### config.mk
export PLATFORM = sky130hd
export DESIGN_NAME = ufcfg_top
export DESIGN_NICKNAME = d
export VERILOG_FILES = /design/src/hdl/ufcfg_pkg.sv /design/src/hdl/ufcfg_top.sv
export SDC_FILE = /design/constraint.sdc
export NUM_CORES = 1
export LEC_CHECK = 0
export ABC_AREA = 0
export ABC_CLOCK_PERIOD_IN_PS = 1500
export BUFFER_PORTS_ARGS = -buffer_cell sky130_fd_sc_hd__buf_4
export CELL_PAD_IN_SITES_DETAIL_PLACEMENT = 2
export CELL_PAD_IN_SITES_GLOBAL_PLACEMENT = 2
export CORE_MARGIN = 1
export CORE_UTILIZATION = 24
export DETAILED_ROUTE_END_ITERATION = 8
export GPL_TIMING_DRIVEN = 0
export PLACE_DENSITY_LB_ADDON = 0.3
export SYNTH_ARGS = -nofsm -noshare
export SYNTH_HDL_FRONTEND = slang
export SYNTH_SLANG_ARGS = --single-unit
### constraint.sdc
create_clock -name i_ref_clk -period 1.5 [get_ports i_ref_clk]
set_input_delay 0.15 -clock i_ref_clk [delete_from_list [all_inputs] [get_ports i_ref_clk]]
set_output_delay 0.15 -clock i_ref_clk [all_outputs]
set_load 0.03 [all_outputs]
### src/hdl/ufcfg_pkg.sv
// package for the uart fifo and flow control configuration block
// assumes a register port of 3-bit offsets with 8-bit data, one clock
package ufcfg_pkg;
	// --------------------------------------------------------------
	// register offsets and reset values
	// --------------------------------------------------------------
	localparam logic [2:0] OFS_FIFO_CONTROL = 3'h2;
	localparam logic [2:0] OFS_LINE_CONTROL = 3'h3;
	localparam logic [7:0] RST_FIFO_CONTROL = 8'h00;
	localparam logic [7:0] RST_ENH_FEATURE  = 8'h00;
	localparam logic [7:0] RST_LINE_CONTROL = 8'h1d;
	localparam logic [7:0] ENH_SELECT_CODE  = 8'hbf;
	// --------------------------------------------------------------
	// field positions
	// --------------------------------------------------------------
	localparam int FC_ENABLE_BIT   = 0;
	localparam int FC_RX_RESET_BIT = 1;
	localparam int FC_TX_RESET_BIT = 2;
	localparam int FC_TX_TRIG_LO   = 4;
	localparam int FC_RX_TRIG_LO   = 6;
	localparam int EF_AUTO_CTS_BIT = 7;
	localparam int EF_AUTO_RTS_BIT = 6;
	localparam int EF_SPECIAL_BIT  = 5;
	localparam int EF_GATE_BIT     = 4;
	localparam int LC_DIVISOR_BIT  = 7;
	localparam int LC_BREAK_BIT    = 6;
	localparam int SF_ENH_BLOCK    = 2;
	// --------------------------------------------------------------
	// depths and trigger counts
	// --------------------------------------------------------------
	localparam logic [6:0] FIFO_DEPTH   = 7'h40;
	localparam logic [6:0] SINGLE_DEPTH = 7'h01;
	localparam logic [6:0] RX_TRIG_0 = 7'h08;
	localparam logic [6:0] RX_TRIG_1 = 7'h10;
	localparam logic [6:0] RX_TRIG_2 = 7'h38;
	localparam logic [6:0] RX_TRIG_3 = 7'h3c;
	localparam logic [6:0] TX_TRIG_0 = 7'h08;
	localparam logic [6:0] TX_TRIG_1 = 7'h10;
	localparam logic [6:0] TX_TRIG_2 = 7'h20;
	localparam logic [6:0] TX_TRIG_3 = 7'h38;
	// software flow selections
	typedef enum logic [1:0] {UFC_SW_NONE, UFC_SW_FIRST, UFC_SW_SECOND, UFC_SW_BOTH} ufc_sw_t;
	// register write request
	typedef struct packed {
		logic       wr;
		logic [2:0] addr;
		logic [7:0] data;
	} ufc_wr_t;
	// decoded configuration outputs
	typedef struct packed {
		logic       auto_cts;
		logic       auto_rts;
		logic       special_detect;
		logic       enh_gate;
		ufc_sw_t    tx_sw;
		ufc_sw_t    rx_sw;
		logic       rx_match_any;
		logic       rx_match_seq;
		logic [6:0] depth;
	} ufc_cfg_t;
endpackage

### src/hdl/ufcfg_top.sv
// uart fifo control, enhanced feature and line control configuration
// assumes writes and reads arrive as single-cycle strobes on i_ref_clk
//
// Contract
// - fifo control at offset 2 reachable only with divisor select clear; resets zero.
// - receive trigger bits 7:6 select 8, 16, 56 or 60 characters.
// - transmit trigger bits 5:4 select 8, 16, 32 or 56 spaces.
// - bit 2 empties transmit fifo, keeps shift register, then self-clears.
// - bit 1 empties receive fifo, keeps shift register, then self-clears.
// - fifo enable low gives one character, ignores other bits, trigger one.
// - fifo enable high makes both buffers 64 characters deep.
// - transmit trigger field writable and effective only with enhanced gate set.
// - enhanced word at offset 2 when line control is 0xbf and block clear.
// - enhanced bit 7 enables automatic cts transmit throttling.
// - enhanced bit 6 enables automatic rts by receive occupancy.
// - bit 5 stores second pause char match and raises special indication.
// - when flow compares second pause char, match is not stored but still raises special indication.
// - enhanced bit 4 gates transmit trigger writes and enables sleep mode.
// - bits 3:2 select transmit software flow: none, first, second, both.
// - bits 1:0 select receive software flow: none, first, second pair.
// - receive 11 with one transmit pair matches either; with none, sequence.
// - setting 1111 sends both pairs and matches only two-character sequences.
// - line control bit 7 maps low offsets to divisor latches.
// - line control bit 6 holds transmit output low while set.
`timescale 1ns/1ps
`default_nettype none
module ufcfg_top (
	input  wire logic              i_ref_clk,
	input  wire logic              i_rst_b,
	input  wire logic              i_soft_rst,
	input  wire ufcfg_pkg::ufc_wr_t i_wr,
	input  wire logic              i_rd,
	input  wire logic [2:0]        i_rd_addr,
	input  wire logic              i_sf_block,
	input  wire logic              i_tx_serial,
	input  wire logic [6:0]        i_rx_level,
	input  wire logic [6:0]        i_tx_free,
	input  wire logic [7:0]        i_rx_char,
	input  wire logic              i_rx_char_vld,
	input  wire logic [7:0]        i_second_pause_char,
	output logic [7:0]             o_rd_data,
	output logic                   o_tx_pin,
	output logic                   o_divisor_sel,
	output logic                   o_tx_fifo_clr,
	output logic                   o_rx_fifo_clr,
	output logic                   o_rx_thresh,
	output logic                   o_tx_thresh,
	output logic                   o_sleep_en,
	output logic                   o_special_hit,
	output logic                   o_store_char,
	output ufcfg_pkg::ufc_cfg_t    o_cfg
);
	import ufcfg_pkg::*;

	logic [7:0] fifo_control_reg;
	logic [7:0] enh_feature_reg;
	logic [7:0] line_control_reg;
	logic       enh_sel;
	logic       fc_sel;
	logic       wr_fc;
	logic       wr_ef;
	logic [6:0] rx_trig;
	logic [6:0] tx_trig;
	logic       flow_cmp2;
	logic       match2;

	// --------------------------------------------------------------
	// address decode
	// --------------------------------------------------------------
	// enhanced word shadows fifo control under the select code
	assign enh_sel = (line_control_reg == ENH_SELECT_CODE) && !i_sf_block;
	assign fc_sel  = !line_control_reg[LC_DIVISOR_BIT];
	assign wr_fc   = i_wr.wr && i_wr.addr == OFS_FIFO_CONTROL && fc_sel && !enh_sel;
	assign wr_ef   = i_wr.wr && i_wr.addr == OFS_FIFO_CONTROL && enh_sel;

	// --------------------------------------------------------------
	// fifo control register
	// --------------------------------------------------------------
	// resets bits self-clear; trigger fields written only with fifo enabled
	always_ff @(posedge i_ref_clk) begin
		if (!i_rst_b || i_soft_rst) begin
			fifo_control_reg <= RST_FIFO_CONTROL;
		end else begin
			fifo_control_reg[FC_TX_RESET_BIT] <= 1'b0;
			fifo_control_reg[FC_RX_RESET_BIT] <= 1'b0;
			if (wr_fc) begin
				fifo_control_reg[FC_ENABLE_BIT] <= i_wr.data[FC_ENABLE_BIT];
				if (i_wr.data[FC_ENABLE_BIT]) begin
					fifo_control_reg[FC_RX_TRIG_LO+:2] <= i_wr.data[FC_RX_TRIG_LO+:2];
					if (enh_feature_reg[EF_GATE_BIT]) begin
						fifo_control_reg[FC_TX_TRIG_LO+:2] <= i_wr.data[FC_TX_TRIG_LO+:2];
					end
				end
			end
		end
	end

	// clear pulses to the fifos; shift registers untouched
	always_ff @(posedge i_ref_clk) begin
		if (!i_rst_b) begin
			o_tx_fifo_clr <= 1'b0;
			o_rx_fifo_clr <= 1'b0;
		end else begin
			o_tx_fifo_clr <= wr_fc && i_wr.data[FC_ENABLE_BIT] && i_wr.data[FC_TX_RESET_BIT];
			o_rx_fifo_clr <= wr_fc && i_wr.data[FC_ENABLE_BIT] && i_wr.data[FC_RX_RESET_BIT];
		end
	end

	// --------------------------------------------------------------
	// enhanced feature and line control registers
	// --------------------------------------------------------------
	always_ff @(posedge i_ref_clk) begin
		if (!i_rst_b || i_soft_rst) begin
			enh_feature_reg <= RST_ENH_FEATURE;
		end else if (wr_ef) begin
			enh_feature_reg <= i_wr.data;
		end
	end

	always_ff @(posedge i_ref_clk) begin
		if (!i_rst_b || i_soft_rst) begin
			line_control_reg <= RST_LINE_CONTROL;
		end else if (i_wr.wr && i_wr.addr == OFS_LINE_CONTROL) begin
			line_control_reg <= i_wr.data;
		end
	end

	// --------------------------------------------------------------
	// read path
	// --------------------------------------------------------------
	// trigger and reset bits are write-only and read as zero
	always_ff @(posedge i_ref_clk) begin
		if (!i_rst_b) begin
			o_rd_data <= 8'h00;
		end else if (i_rd && i_rd_addr == OFS_FIFO_CONTROL && enh_sel) begin
			o_rd_data <= enh_feature_reg;
		end else if (i_rd && i_rd_addr == OFS_LINE_CONTROL) begin
			o_rd_data <= line_control_reg;
		end else begin
			o_rd_data <= 8'h00;
		end
	end

	// --------------------------------------------------------------
	// thresholds
	// --------------------------------------------------------------
	always_comb begin
		case (fifo_control_reg[FC_RX_TRIG_LO+:2])
			2'h0: rx_trig = RX_TRIG_0;
			2'h1: rx_trig = RX_TRIG_1;
			2'h2: rx_trig = RX_TRIG_2;
			default: rx_trig = RX_TRIG_3;
		endcase
		case (fifo_control_reg[FC_TX_TRIG_LO+:2])
			2'h0: tx_trig = TX_TRIG_0;
			2'h1: tx_trig = TX_TRIG_1;
			2'h2: tx_trig = TX_TRIG_2;
			default: tx_trig = TX_TRIG_3;
		endcase
		if (!fifo_control_reg[FC_ENABLE_BIT]) begin
			rx_trig = SINGLE_DEPTH;
			tx_trig = SINGLE_DEPTH;
		end else if (!enh_feature_reg[EF_GATE_BIT]) begin
			tx_trig = TX_TRIG_0;
		end
	end

	always_ff @(posedge i_ref_clk) begin
		if (!i_rst_b) begin
			o_rx_thresh <= 1'b0;
			o_tx_thresh <= 1'b0;
		end else begin
			o_rx_thresh <= i_rx_level >= rx_trig;
			o_tx_thresh <= i_tx_free >= tx_trig;
		end
	end

	// --------------------------------------------------------------
	// line break and divisor select
	// --------------------------------------------------------------
	always_ff @(posedge i_ref_clk) begin
		if (!i_rst_b) begin
			o_tx_pin      <= 1'b1;
			o_divisor_sel <= 1'b0;
		end else begin
			o_tx_pin      <= i_tx_serial && !line_control_reg[LC_BREAK_BIT];
			o_divisor_sel <= line_control_reg[LC_DIVISOR_BIT];
		end
	end

	// --------------------------------------------------------------
	// special character detection
	// --------------------------------------------------------------
	// receive flow compares the second pair when bit 0 of the rx field is set
	assign flow_cmp2 = enh_feature_reg[0];
	assign match2    = i_rx_char_vld && i_rx_char == i_second_pause_char;

	always_ff @(posedge i_ref_clk) begin
		if (!i_rst_b) begin
			o_special_hit <= 1'b0;
			o_store_char  <= 1'b0;
		end else begin
			o_special_hit <= match2 && enh_feature_reg[EF_SPECIAL_BIT];
			o_store_char  <= i_rx_char_vld && !(match2 && flow_cmp2);
		end
	end

	// --------------------------------------------------------------
	// decoded configuration
	// --------------------------------------------------------------
	always_ff @(posedge i_ref_clk) begin
		if (!i_rst_b) begin
			o_cfg      <= '0;
			o_sleep_en <= 1'b0;
		end else begin
			o_cfg.auto_cts       <= enh_feature_reg[EF_AUTO_CTS_BIT];
			o_cfg.auto_rts       <= enh_feature_reg[EF_AUTO_RTS_BIT];
			o_cfg.special_detect <= enh_feature_reg[EF_SPECIAL_BIT];
			o_cfg.enh_gate       <= enh_feature_reg[EF_GATE_BIT];
			o_cfg.tx_sw          <= ufc_sw_t'({enh_feature_reg[2], enh_feature_reg[3]});
			o_cfg.rx_sw          <= ufc_sw_t'({enh_feature_reg[0], enh_feature_reg[1]});
			o_cfg.rx_match_any   <= enh_feature_reg[1:0] == 2'h3
				&& enh_feature_reg[3] != enh_feature_reg[2];
			o_cfg.rx_match_seq   <= enh_feature_reg[1:0] == 2'h3
				&& enh_feature_reg[3] == enh_feature_reg[2];
			o_cfg.depth          <= fifo_control_reg[FC_ENABLE_BIT] ? FIFO_DEPTH
				: SINGLE_DEPTH;
			o_sleep_en           <= enh_feature_reg[EF_GATE_BIT];
		end
	end

	// --------------------------------------------------------------
	// assertions
	// --------------------------------------------------------------
	property p_fc_selfclear;
		@(posedge i_ref_clk) disable iff (!i_rst_b)
		wr_fc ##1 1'b1 |-> !fifo_control_reg[FC_TX_RESET_BIT] && !fifo_control_reg[FC_RX_RESET_BIT];
	endproperty
	a_fc_selfclear: assert property (p_fc_selfclear) else $error("reset bits stuck");

	property p_tx_clr;
		@(posedge i_ref_clk) disable iff (!i_rst_b)
		wr_fc && i_wr.data[0] && i_wr.data[2] |=> o_tx_fifo_clr
			##1 (!o_tx_fifo_clr || $past(wr_fc && i_wr.data[0] && i_wr.data[2]));
	endproperty
	a_tx_clr: assert property (p_tx_clr) else $error("tx clear pulse wrong");

	property p_rx_clr;
		@(posedge i_ref_clk) disable iff (!i_rst_b)
		wr_fc && i_wr.data[0] && i_wr.data[1] |=> o_rx_fifo_clr;
	endproperty
	a_rx_clr: assert property (p_rx_clr) else $error("rx clear missing");

	property p_single;
		@(posedge i_ref_clk) disable iff (!i_rst_b)
		i_rst_b && !fifo_control_reg[0] |=> o_cfg.depth == SINGLE_DEPTH;
	endproperty
	a_single: assert property (p_single) else $error("depth not one");

	property p_deep;
		@(posedge i_ref_clk) disable iff (!i_rst_b)
		fifo_control_reg[0] |=> o_cfg.depth == FIFO_DEPTH;
	endproperty
	a_deep: assert property (p_deep) else $error("depth not 64");

	property p_tx_gate;
		@(posedge i_ref_clk) disable iff (!i_rst_b || i_soft_rst)
		wr_fc && !enh_feature_reg[4] |=> $stable(fifo_control_reg[5:4]);
	endproperty
	a_tx_gate: assert property (p_tx_gate) else $error("tx trigger written ungated");

	property p_break;
		@(posedge i_ref_clk) disable iff (!i_rst_b)
		line_control_reg[6] |=> !o_tx_pin;
	endproperty
	a_break: assert property (p_break) else $error("break not low");

	property p_rx_thr;
		@(posedge i_ref_clk) disable iff (!i_rst_b)
		fifo_control_reg[7:6] == 2'h2 && fifo_control_reg[0] && i_rx_level == 7'h37 |=> !o_rx_thresh;
	endproperty
	a_rx_thr: assert property (p_rx_thr) else $error("rx threshold early");

	property p_flow2;
		@(posedge i_ref_clk) disable iff (!i_rst_b)
		match2 && flow_cmp2 |=> !o_store_char;
	endproperty
	a_flow2: assert property (p_flow2) else $error("flow char stored");

	property p_tx_clr_cause;
		@(posedge i_ref_clk) disable iff (!i_rst_b)
		o_tx_fifo_clr |-> $past(wr_fc && i_wr.data[FC_ENABLE_BIT] && i_wr.data[FC_TX_RESET_BIT]);
	endproperty
	a_tx_clr_cause: assert property (p_tx_clr_cause) else $error("tx clear unasked");

	property p_rx_clr_cause;
		@(posedge i_ref_clk) disable iff (!i_rst_b)
		o_rx_fifo_clr |-> $past(wr_fc && i_wr.data[FC_ENABLE_BIT] && i_wr.data[FC_RX_RESET_BIT]);
	endproperty
	a_rx_clr_cause: assert property (p_rx_clr_cause) else $error("rx clear unasked");

	property p_fc_locked;
		@(posedge i_ref_clk) disable iff (!i_rst_b || i_soft_rst)
		i_wr.wr && i_wr.addr == OFS_FIFO_CONTROL && line_control_reg[LC_DIVISOR_BIT]
			|=> $stable(fifo_control_reg) && !o_tx_fifo_clr && !o_rx_fifo_clr;
	endproperty
	a_fc_locked: assert property (p_fc_locked) else $error("fifo control written");

	property p_efr_hidden;
		@(posedge i_ref_clk) disable iff (!i_rst_b || i_soft_rst)
		i_wr.wr && i_wr.addr == OFS_FIFO_CONTROL && (line_control_reg != ENH_SELECT_CODE || i_sf_block)
			|=> $stable(enh_feature_reg);
	endproperty
	a_efr_hidden: assert property (p_efr_hidden) else $error("enhanced word written");

	property p_disabled_keep;
		@(posedge i_ref_clk) disable iff (!i_rst_b || i_soft_rst)
		wr_fc && !i_wr.data[FC_ENABLE_BIT] |=> $stable(fifo_control_reg[7:4]);
	endproperty
	a_disabled_keep: assert property (p_disabled_keep) else $error("trigger changed");

	property p_break_release;
		@(posedge i_ref_clk) disable iff (!i_rst_b)
		i_rst_b && !line_control_reg[LC_BREAK_BIT] |=> o_tx_pin == $past(i_tx_serial);
	endproperty
	a_break_release: assert property (p_break_release) else $error("tx pin held");

	property p_hw_flow;
		@(posedge i_ref_clk) disable iff (!i_rst_b)
		i_rst_b |=> o_cfg.auto_cts == $past(enh_feature_reg[EF_AUTO_CTS_BIT])
			&& o_cfg.auto_rts == $past(enh_feature_reg[EF_AUTO_RTS_BIT]);
	endproperty
	a_hw_flow: assert property (p_hw_flow) else $error("flow enables wrong");

	property p_tx_thr;
		@(posedge i_ref_clk) disable iff (!i_rst_b)
		fifo_control_reg[0] && enh_feature_reg[EF_GATE_BIT] && fifo_control_reg[5:4] == 2'h3
			&& i_tx_free == 7'h37 |=> !o_tx_thresh;
	endproperty
	a_tx_thr: assert property (p_tx_thr) else $error("tx threshold early");

	property p_special;
		@(posedge i_ref_clk) disable iff (!i_rst_b)
		i_rst_b && match2 && enh_feature_reg[EF_SPECIAL_BIT] |=> o_special_hit;
	endproperty
	a_special: assert property (p_special) else $error("special hit missing");

	property p_store;
		@(posedge i_ref_clk) disable iff (!i_rst_b)
		i_rst_b && match2 && !flow_cmp2 |=> o_store_char;
	endproperty
	a_store: assert property (p_store) else $error("special char dropped");
endmodule
`default_nettype wire

* Word level (Yosys, flattened, before mapping)
Index checks and enable logic that the tools add are counted.
Word-level totals: register bits after elaboration 54, input port bits 52, output and inout port bits 34, logic and storage cells 76
Cells by class: order comparisons 2, equality and inequality tests 13, muxes and demuxes 8, reduce and logical (&&, ||, !) cells 30
Operators by type and width (number):
- $pmux 6 s3 | 2
- $mux 7 | 4
- $logic_and 1x1->1 | 19
- $mux 8 | 2
- $ge 7x7->1 | 2
- $eq 3x2->1 const B | 4
- $eq 8x8->1 | 1
- $eq 8x8->1 const B | 1
- $eq 2x2->1 const B | 3
- $logic_not 1->1 | 6
- $eq 2x1->1 const B | 2
- $logic_not 2->1 | 2
- $reduce_and 3->1 | 1
- $reduce_and 2->1 | 1
- $eq 1x1->1 | 1
- $logic_or 1x1->1 | 1
- $ne 1x1->1 | 1

* Depth between registers and ports, before layout
Gate-level depths: netlist of the first run.
depth in word-level cells 6, mapped depth 7, gate-level depth less buffers 7

* Least setup slack after synthesis of the first run
Ideal clock, no wire load.
path type reg2reg, from reg fifo_control_reg[0], to reg o_tx_thresh, library setup time 0.124 ns, data arrival time 1.482 ns, data required time 1.376 ns, path slack -0.106 ns, cell stages (with the launch flop) 7, path buffers 1, period minus slack after synthesis 1.606 ns, cell sequence dfxtp_1 > clkbuf_1 > inv_1 > ha_1 > o41a_1 > o21ai_0 > a21oi_1
Between the ends: word-level cells in the longest chain between the ends 2
RTL lines:
- start, declared | line ufcfg_top.sv:55 | logic [7:0] fifo_control_reg;
- start signal, assigned by index | line ufcfg_top.sv:87 | fifo_control_reg[FC_ENABLE_BIT] <= i_wr.data[FC_ENABLE_BIT];
- start signal, assigned by index | line ufcfg_top.sv:89 | fifo_control_reg[FC_RX_TRIG_LO+:2] <= i_wr.data[FC_RX_TRIG_LO+:2];
- start signal, assigned by index | line ufcfg_top.sv:91 | fifo_control_reg[FC_TX_TRIG_LO+:2] <= i_wr.data[FC_TX_TRIG_LO+:2];
- $mux 7 | line ufcfg_top.sv:160 | if (!fifo_control_reg[FC_ENABLE_BIT]) begin
- $ge 7x7->1 | line ufcfg_top.sv:174 | o_tx_thresh <= i_tx_free >= tx_trig;
- end signal, assigned | line ufcfg_top.sv:174
- end, declared | line ufcfg_top.sv:47 | output logic o_tx_thresh,
No other way between the ends. A chain may end at the register's enable or synchronous reset.

* Worst setup path after layout of the first run
from reg fifo_control_reg[4], to reg o_tx_thresh
Between the ends: word-level cells in the longest chain between the ends 5, elaborated cells between the ends (all ways) 7, classes of those cells order compare (1); eq/ne (2); mux (3); reduce/logical (1)
RTL lines:
- $eq 2x2->1, or another cell as far along | line ufcfg_top.sv:154 | case (fifo_control_reg[FC_TX_TRIG_LO+:2])
- $pmux 6 s3 (*) | line ufcfg_top.sv:154
- $mux 7 (*) | line ufcfg_top.sv:163 | end else if (!enh_feature_reg[EF_GATE_BIT]) begin
- $mux 7 (*) | line ufcfg_top.sv:160
- $ge 7x7->1 (*) | line ufcfg_top.sv:174
Every way passes the cells marked *; elsewhere a longest branch is shown, timed or not.

==> impl_metrics.json, run 1 <==
{
  "place_area_sq_um": 2840,
  "grtUsageMet3": 0.0263,
  "min_period_over_period": 0.974,
  "dr_total_vias": 1889,
  "ant_nets": 0,
  "dp_hpwl_um": 4620,
  "setup_viol": 0,
  "grt_setup_unrepaired": "yes",
  "power_frac_clock": 0.306,
  "fin_skew_ns": 0.00364,
  "finalHoldViolCount": 0,
  "grt_pass1_wl_um": 9700,
  "netlist_area_sq_um": 2080,
  "first_pass_iters": 3,
  "peakVddDrop_v": 0.000312,
  "status": "finished clean",
  "start_kind": "flip-flop",
  "power.switching_uw": 561,
  "path_max_fanout": 3,
  "fmax_ghz": 0.685,
  "cts_buffer_depth": 2,
  "routed_wirelength_um": 6040,
  "hold_path_class": "primary input to flip-flop",
  "cp.arrival_ns": 1.65,
  "reg2reg_slack_ns": 0.04,
  "design_area_sq_um": 3010,
  "cts.sinks": 49,
  "power.density_nw_per_um2": 777,
  "period_needed_ns": 1.46,
  "slew_viol_final": 0,
  "reg2regPathDepth": 6,
  "criticalPathCategory": "flip-flop to flip-flop",
  "dieArea_sq_um": 9060,
  "die_h_um": 95.2,
  "end_kind": "flip-flop",
  "area_growth_pct": 44.6,
  "cts_tree": "yes",
  "yosysUniqueCellTypes": 40,
  "multi_input_area_sq_um": 1050,
  "path_cells": "buf_6, ha_4, o211ai_1, ha_1, o31ai_1, a21oi_1",
  "use_met1": 0.180,
  "root_buffer": "clkbuf_8",
  "gr-usage-all-layers": 0.140,
  "synth_ff_type": "dfxtp_1",
  "synth-seq-area-share": 0.471,
  "clkLatencyLatePin_ns": 0.30,
  "drc": 0,
  "grt_pass1_vias": 1981,
  "slowest_stage": "dfxtp_2",
  "cts_hold_buf": 0,
  "drv_cap": 0,
  "nets": 377,
  "viasPerCell": 4.52,
  "largest_register_ffs": 12,
  "grt_max_degree": 14,
  "p_leak_uw": 0.00128,
  "async_reset_ff_frac": 0,
  "comb_power_share": 0.131,
  "regArea_sq_um": 988,
  "finalPower_uw": 2340,
  "crit_path_start": "fifo_control_reg[4]$_SDFFE_PP0P_",
  "final_common_cell": "buf_4",
  "nFillCells": 958,
  "busiest_layer": "met2",
  "relSlewSlack": 0.476,
  "drive_above_1_share": 0.399,
  "num_rows": 33,
  "clkTransAtPathRegs_ns": 0.08,
  "ys_warn_count": 0,
  "r2r-start": "fifo_control_reg[4]$_SDFFE_PP0P_",
  "postSynthAreaPerCell_sq_um": 9.52,
  "wl_per_cell_um": 14.5,
  "synth-edff-count": 0,
  "io_buffers": 80,
  "overflow": 0,
  "dr.first_iter.drc_count": 41,
  "start_util": 0.251,
  "syn_inst": 219,
  "cts-buffers-inserted": 5,
  "ios": 86,
  "grtUsageMet2": 0.240,
  "antenna_found_initial": 0,
  "diodes": 0,
  "final_util": 0.363,
  "tightestPinTransition_ns": 0.785,
  "crit_required_ns": 1.68,
  "top_register": "o_cfg",
  "core_area_sq_um": 8300,
  "routabilityCongestion": 0.701,
  "htree_levels": 2,
  "fin_hold_ws_ns": 0.0776,
  "synth-seq-cells": 49,
  "pwr-share-seq": 0.564,
  "power.internal_uw": 1780,
  "worstReg2RegEnd": "o_tx_thresh$_SDFF_PN0_",
  "p_sw_frac": 0.240,
  "fp.dieW_um": 95.2,
  "cp-endpoint": "o_tx_thresh$_SDFF_PN0_",
  "layout.cells.most_common_list": "buf_4 (90), dfxtp_1 (43), nand2_1 (28)",
  "slowest_delay_ns": 0.34
}
==> synth_stat cells, drive strengths merged, types with 4 or more instances <==
cell    instances  area share
and2           11       0.033
buf            11       0.037
xnor2           9       0.038
nand2          29       0.052
and3            4       0.012
inv             9       0.016
dfxtp          49        0.47
o31ai           4       0.014
a22o            8       0.037
o21ai          15       0.036
clkbuf          4      0.0072
nor2            6       0.011
a21oi           8       0.019
ha             11       0.066
nand3          17       0.041
==> power groups by stage <==
stage,Clock (uW),Combinational [uW],Sequential (uW)
finish,716,307,1320
global route,793,333,1320
CTS,745,305,1320
detailed placement,0,303,1350
global placement,0,295,1350
floorplan,0,114,1370
==> kinds of logic after synthesis <==
logic type | after synthesis | share of synthesized area
xor gates and xnor gates | 9 | 0.0378
AOI/OAI and AO/OA | 39 | 0.123
adders and majority gates | 11 | 0.0660
DFF | 49 | 0.471
muxes | 2 | 0.00960
other | 1 | 0.00180
buffers and inverters | 24 | 0.0606
and+or+nand+nor | 84 | 0.231
==> routing by layer <==
metal	wire [um]	vias to the layer above
li1	-	927
met1	2700	910
met2	3020	47
met3	262	5
met4	58	0
met5	0	-
==> through the flow <==
step	TNS, ns	std cells	setup slack, ns
after detailed placement	-1.68	408	-0.170
final	0	418	0.0392
after global routing	-0.0000339	418	-0.0000339
after floorplan	0	223	0.0162
after CTS	0	419	0.00704
after global placement	-1.10	408	-0.134
==> timing repair <==
action,4_1_cts,5_1_grt
resized for setup,6,15
buffers inserted,5,0
setup endpoints to repair,15,8
endpoints found under the hold margin,0,0
pin swaps,4,11
==> worst min-delay path by stage <==
| stage | from | to | slack [ns] | cells past startpoint |
|---|---|---|---|---|
| after detailed placement | i_wr[3] | line_control_reg[3]$_SDFFE_PP1P_ | 0.39 | 3 |
| after CTS | i_wr[3] | line_control_reg[3]$_SDFFE_PP1P_ | 0.08 | 3 |
| after global routing | i_wr[3] | line_control_reg[3]$_SDFFE_PP1P_ | 0.07 | 3 |
| after global placement | i_wr[3] | line_control_reg[3]$_SDFFE_PP1P_ | 0.38 | 3 |
| final | i_wr[3] | line_control_reg[3]$_SDFFE_PP1P_ | 0.08 | 3 |
| after floorplan | i_wr[0] | line_control_reg[0]$_SDFFE_PP1P_ | 0.27 | 2 |
==> final cells by class <==
cell class / count / share of cell area
multi-input cells: 150 / 0.349
flip-flops and latches: 49 / 0.328
repair buffers: 85 / 0.214
well taps: 105 / 0.0436
plain buffers: 14 / 0.0295
clock buffers: 5 / 0.0228
inverters: 9 / 0.0112
clock inverters: 1 / 0.00166
==> worst max-delay path: cells and delay by family (launching register included) <==
family	cells	cell delay, ns
AO/OA/AOI/OAI	3	0.48
adder cells (fa/ha/maj)	2	0.41
buffers and inverters	1	0.12
flip-flops	1	0.34
Power figures use the tool's default switching activity.
==> inputs of run 2 (changes only) <==
--- a/config.mk
+++ b/config.mk
@@ -6,7 +6,7 @@
 export NUM_CORES = 1
 export LEC_CHECK = 0
 export ABC_AREA = 0
-export ABC_CLOCK_PERIOD_IN_PS = 1500
+export ABC_CLOCK_PERIOD_IN_PS = 1300
 export BUFFER_PORTS_ARGS = -buffer_cell sky130_fd_sc_hd__buf_4
 export CELL_PAD_IN_SITES_DETAIL_PLACEMENT = 2
 export CELL_PAD_IN_SITES_GLOBAL_PLACEMENT = 2
==> constraint.sdc (replaced) <==
create_clock -name i_ref_clk -period 1.3 [get_ports i_ref_clk]
set_input_delay 0.13 -clock i_ref_clk [delete_from_list [all_inputs] [get_ports i_ref_clk]]
set_output_delay 0.13 -clock i_ref_clk [all_outputs]
set_load 0.05 [all_outputs]
==> run 2 against run 1 <==
- the run now ends with setup timing left
- clock power up 17%
- routed wire length is 7.2% higher
- final cell count grew 1.4%
- worst setup slack got worse by 0.18 ns
- critical path depth grew 1
- sequential power grew 14%
- design area increased by 5.8%
- combinational power rose by 29%
- largest cell class unchanged
==> impl_metrics.json, run 2 (synthesized netlist as in run 1, its figures left out) <==
{
  "finalPower_uw": 2750,
  "diodes": 0,
  "cts.sinks": 49,
  "routed_wirelength_um": 6480,
  "ios": 86,
  "final.setup.worst_slack_ns": -0.142,
  "drive_above_1_share": 0.455,
  "hp-start": "i_wr[4]",
  "path_cells": "inv_2, ha_4, o21ai_2, ha_1, o41a_1, o21ai_1, a21oi_1",
  "overflow": 0,
  "grt_max_degree": 14,
  "layout.cells.most_common_list": "buf_4 (95), dfxtp_1 (36), nand2_1 (28)",
  "grt_pass1_wl_um": 9830,
  "slowest_stage": "dfxtp_2",
  "dr.first_iter.drc_count": 40,
  "hold_path_class": "primary input to flip-flop",
  "nFillCells": 922,
  "clkTransAtPathRegs_ns": 0.09,
  "relSlewSlack": 0.630,
  "setup_viol": 2,
  "finalSetupTns_ns": -0.145,
  "holdPathEnd": "line_control_reg[4]$_SDFFE_PP1P_",
  "p_leak_uw": 0.00136,
  "reg2reg_slack_ns": -0.14,
  "core_area_sq_um": 8300,
  "start_util": 0.251,
  "ant_nets": 0,
  "num_rows": 33,
  "end_kind": "flip-flop",
  "cp.arrival_ns": 1.63,
  "slew_viol_final": 0,
  "final_common_cell": "buf_4",
  "cts-buffers-inserted": 5,
  "worstReg2RegEnd": "o_tx_thresh$_SDFF_PN0_",
  "io_buffers": 80,
  "status": "complete, but fails checks",
  "r2r-start": "fifo_control_reg[4]$_SDFFE_PP0P_",
  "fp.dieW_um": 95.2,
  "gr-usage-all-layers": 0.142,
  "dp_cells": 408,
  "finalHoldViolCount": 0,
  "routabilityCongestion": 0.715,
  "nets": 383,
  "start_kind": "flip-flop",
  "drc": 0,
  "period_needed_ns": 1.44,
  "dr_total_vias": 1935,
  "cts_tree": "yes",
  "grt_pass1_vias": 2033,
  "root_buffer": "clkbuf_8",
  "crit_required_ns": 1.49,
  "htree_levels": 2,
  "cts_buffer_depth": 2,
  "reg2regPathDepth": 7,
  "wl_per_cell_um": 15.3,
  "largest_register_ffs": 12,
  "top_register": "o_cfg",
  "grt_setup_unrepaired": "yes",
  "dp_hpwl_um": 4830,
  "peakVddDrop_v": 0.000323,
  "first_pass_iters": 4,
  "fin_cells": 424,
  "criticalPathCategory": "flip-flop to flip-flop",
  "violations": "setup timing",
  "area_growth_pct": 53.0,
  "hold_path_depth": 3,
  "min_period_over_period": 1.11,
  "antenna_found_initial": 0,
  "dieArea_sq_um": 9060,
  "fmax_ghz": 0.694,
  "tightestPinTransition_ns": 0.556,
  "slowest_delay_ns": 0.37,
  "path_max_fanout": 4,
  "fin_skew_ns": 0.00389,
  "drv_cap": 0,
  "viasPerCell": 4.56,
  "die_h_um": 95.2,
  "power.density_nw_per_um2": 863,
  "clkLatencyLatePin_ns": 0.30
}
[run 2: cell types whose count changed in the layout (fill, tap and decap cells not counted), sizes merged]
cell | previous run | this run
buf | 96 | 102
[run 2: repair_timing]
item / CTS / global route
setup buffers: 7 / 4
setup endpoints to repair: 21 / 24
cloned: 0 / 1
hold buffers: 0 / 0
pin swaps: 6 / 7
resized for setup: 24 / 26
[run 2: metal layers]
metal  up-vias  GRT usage  routed length, um
li1        946          -                  -
met3         7     0.0247                311
met2        46      0.255               3310
met4         0     0.0379                 72
met5         -          0                  0
met1       936      0.172               2780
[run 2: through the flow]
stage / setup slack (ns) / hold WS (ns) / area (sq um) / utilization
global placement: -0.278 / 0.360 / 2840 / 0.343
detailed placement: -0.330 / 0.369 / 2840 / 0.343
finish: -0.142 / 0.0592 / 3190 / 0.384
floorplan: -0.0840 / 0.253 / 2110 / -
CTS: -0.150 / 0.0564 / 3040 / 0.366
global route: -0.190 / 0.0657 / 3190 / 0.384
[run 2: power by group]
part / switching [uW] / internal [uW]
Sequential: 8.36 / 1510
Combinational: 206 / 192
Clock: 484 / 355
[run 2: final cells by class]
cell class / count / area (sq um) / share of cell area
Timing Repair Buffer: 92 / 716 / 0.224
Multi-Input combinational cell: 150 / 1130 / 0.355
Clock inverter: 1 / 5.00 / 0.00157
Sequential cell: 49 / 1010 / 0.317
Buffer: 13 / 92.6 / 0.0290
Inverter: 9 / 33.8 / 0.0106
Clock buffer: 5 / 68.8 / 0.0216
Tap cell: 105 / 131 / 0.0412
[run 2: worst max-delay path, delay by kind of cell, from the launching register on]
| family | cells | cell delay (ns) |
|---|---|---|
| buffers and inverters | 1 | 0.05 |
| DFF | 1 | 0.37 |
| AOI/OAI and AO/OA | 4 | 0.41 |
| adders and majority gates | 2 | 0.51 |
[run 2: worst max-delay path by stage]
stage               slack (ns)                              from                          endpoint
CTS                      -0.15  fifo_control_reg[4]$_SDFFE_PP0P_            o_tx_thresh$_SDFF_PN0_
global placement         -0.28  line_control_reg[7]$_SDFFE_PP0P_   enh_feature_reg[4]$_SDFFE_PP0P_
floorplan                -0.08  fifo_control_reg[4]$_SDFFE_PP0P_            o_tx_thresh$_SDFF_PN0_
finish                   -0.14  fifo_control_reg[4]$_SDFFE_PP0P_            o_tx_thresh$_SDFF_PN0_
global route             -0.19  fifo_control_reg[4]$_SDFFE_PP0P_            o_tx_thresh$_SDFF_PN0_
detailed placement       -0.33                          i_wr[10]  fifo_control_reg[6]$_SDFFE_PP0P_
==> inputs of run 3 (changes only) <==
--- a/config.mk
+++ b/config.mk
@@ -10,11 +10,12 @@
 export BUFFER_PORTS_ARGS = -buffer_cell sky130_fd_sc_hd__buf_4
 export CELL_PAD_IN_SITES_DETAIL_PLACEMENT = 2
 export CELL_PAD_IN_SITES_GLOBAL_PLACEMENT = 2
+export CORE_ASPECT_RATIO = 0.5
 export CORE_MARGIN = 1
 export CORE_UTILIZATION = 24
 export DETAILED_ROUTE_END_ITERATION = 8
 export GPL_TIMING_DRIVEN = 0
-export PLACE_DENSITY_LB_ADDON = 0.3
+export PLACE_DENSITY = 0.84
 export SYNTH_ARGS = -nofsm -noshare
 export SYNTH_HDL_FRONTEND = slang
 export SYNTH_SLANG_ARGS = --single-unit
==> run 3 against run 2 <==
- the flow still finishes with violations (setup timing)
- sequential share of layout area decreased by 1.6 points
- utilization increased by 2.2 points
- register-to-register slack got worse by 0.04 ns
- largest power group unchanged
- largest cell class unchanged
==> impl_metrics.json, run 3 (synthesized netlist as in run 1, its figures left out) <==
{
  "crit_family": "compound AO/OA/AOI/OAI gates",
  "p_leak_uw": 0.00141,
  "relSlewSlack": 0.613,
  "reg2regPathDepth": 7,
  "end_kind": "flip-flop",
  "viasPerCell": 4.80,
  "dr.first_iter.drc_count": 71,
  "hp-start": "i_rx_char_vld",
  "violations": "setup timing",
  "reg2reg_slack_ns": -0.18,
  "worstReg2RegEnd": "o_tx_thresh$_SDFF_PN0_",
  "finalPower_uw": 3320,
  "cts_buffer_depth": 2,
  "grt_max_degree": 18,
  "period_needed_ns": 1.48,
  "cts_tree": "yes",
  "final_common_cell": "buf_4",
  "final_util": 0.406,
  "grt_setup_unrepaired": "yes",
  "io_buffers": 80,
  "finalSetupTns_ns": -1.43,
  "wl_per_cell_um": 20.7,
  "ant_nets": 0,
  "cts_hold_buf": 0,
  "fin_skew_ns": 0.00393,
  "dp_hpwl_um": 5240,
  "slowest_delay_ns": 0.41,
  "cts-buffers-inserted": 5,
  "grt_pass1_vias": 2243,
  "ios": 86,
  "slew_viol_final": 0,
  "htree_levels": 2,
  "routed_wirelength_um": 9030,
  "die_h_um": 67.9,
  "grt_pass1_wl_um": 11900,
  "core_area_sq_um": 8200,
  "drc": 0,
  "power.density_nw_per_um2": 998,
  "clkTransAtPathRegs_ns": 0.07,
  "crit_required_ns": 1.49,
  "holdPathEnd": "o_special_hit$_SDFF_PN0_",
  "fmax_ghz": 0.675,
  "top_register": "o_cfg",
  "dr_total_vias": 2092,
  "start_util": 0.254,
  "drv_cap": 0,
  "area_growth_pct": 59.9,
  "first_pass_iters": 4,
  "layout.cells.most_common_list": "buf_4 (94), dfxtp_1 (38), nand2_1 (28)",
  "antenna_found_initial": 0,
  "criticalPathCategory": "flip-flop to flip-flop",
  "cts.sinks": 49,
  "fp.dieW_um": 134,
  "num_rows": 23,
  "hold_path_depth": 2,
  "worst-path-buf-inv": 3,
  "final.setup.worst_slack_ns": -0.182,
  "root_buffer": "clkbuf_16",
  "nets": 386,
  "slowest_stage": "o41a_1",
  "dieArea_sq_um": 9090,
  "setup_viol": 18,
  "path_max_fanout": 5,
  "drive_above_1_share": 0.481,
  "start_kind": "flip-flop",
  "r2r-start": "fifo_control_reg[0]$_SDFFE_PP0P_",
  "finalHoldViolCount": 0,
  "overflow": 0,
  "routabilityCongestion": 0.755,
  "cp.arrival_ns": 1.67,
  "min_period_over_period": 1.14,
  "peakVddDrop_v": 0.000445,
  "tightestPinTransition_ns": 0.578,
  "largest_register_ffs": 12,
  "diodes": 0,
  "clkLatencyLatePin_ns": 0.30,
  "hold_path_class": "primary input to flip-flop",
  "status": "complete, but fails checks",
  "gr-usage-all-layers": 0.178,
  "path_cells": "buf_8, inv_2, ha_1, inv_1, o41a_1, o21ai_1, a21oi_1"
}
## run 3: changes by cell type in the layout (fill, tap and decap cells not counted), moves of 3 or more
| cell | before | now |
|---|---|---|
| nand3_1 | 16 | 9 |
| o21ai_0 | 7 | 4 |
| clkbuf_16 | 1 | 6 |
| o21ai_2 | 2 | 6 |
| nand3_2 | 0 | 6 |
| clkbuf_8 | 5 | 0 |
| buf_6 | 3 | 6 |
## run 3: how the worst max path moves through the flow
stage               cells past startpoint  slack [ns]                        startpoint                                to
detailed placement                      4       -0.30                          i_wr[10]  fifo_control_reg[7]$_SDFFE_PP0P_
global route                            6       -0.29   enh_feature_reg[4]$_SDFFE_PP0P_            o_tx_thresh$_SDFF_PN0_
floorplan                               7       -0.08  fifo_control_reg[4]$_SDFFE_PP0P_            o_tx_thresh$_SDFF_PN0_
finish                                  7       -0.18  fifo_control_reg[0]$_SDFFE_PP0P_            o_tx_thresh$_SDFF_PN0_
global placement                        5       -0.30                          i_wr[10]  fifo_control_reg[6]$_SDFFE_PP0P_
CTS                                     6       -0.20  fifo_control_reg[4]$_SDFFE_PP0P_            o_tx_thresh$_SDFF_PN0_
## run 3: cell type report
cell class / instances / area, sq um
Buffer: 14 / 96.3
Clock buffer: 5 / 125
Clock inverter: 3 / 25.0
Fill cell: 867 / 4870
Inverter: 9 / 33.8
Multi-Input combinational cell: 150 / 1170
Sequential cell: 49 / 1000
Tap cell: 112 / 140
Timing Repair Buffer: 94 / 742
## run 3: layer usage
metal	global-route usage	vias to the layer above	share of wire	wire (um)
met4	0.0696	0	0.023	205
li1	-	952	-	-
met1	0.200	1042	0.42	3750
met5	0	-	0	0
met2	0.348	81	0.51	4620
met3	0.0267	17	0.051	458
## run 3: timing repair
action                     CTS  global route
pin swaps                    6            17
gates cloned                 1             1
resized for setup           24            38
buffers inserted             7             5
setup endpoints to repair   23            18
## run 3: where the power goes
| group | switching, uW | internal (uW) | leakage, uW |
|---|---|---|---|
| Clock | 659 | 729 | 0.0000708 |
| Sequential | 9.68 | 1510 | 0.000399 |
| Combinational | 225 | 192 | 0.000944 |
## run 3: worst reg2reg max path, cell delays in order (launching register included)
cell and delay, ns:
dfxtp_4 0.36, buf_8 0.13, inv_2 0.05, ha_1 0.14, inv_1 0.04, o41a_1 0.41, o21ai_1 0.15, a21oi_1 0.08
## run 3: metrics by stage
step | hold WS (ns) | setup WS (ns) | std cells | area, sq um
after floorplan | 0.253 | -0.0840 | 223 | 2110
after global placement | 0.360 | -0.299 | 415 | 2850
after detailed placement | 0.371 | -0.297 | 415 | 2850
after CTS | 0.0757 | -0.204 | 431 | 3130
after global routing | 0.0734 | -0.289 | 436 | 3330
final | 0.0742 | -0.182 | 436 | 3330
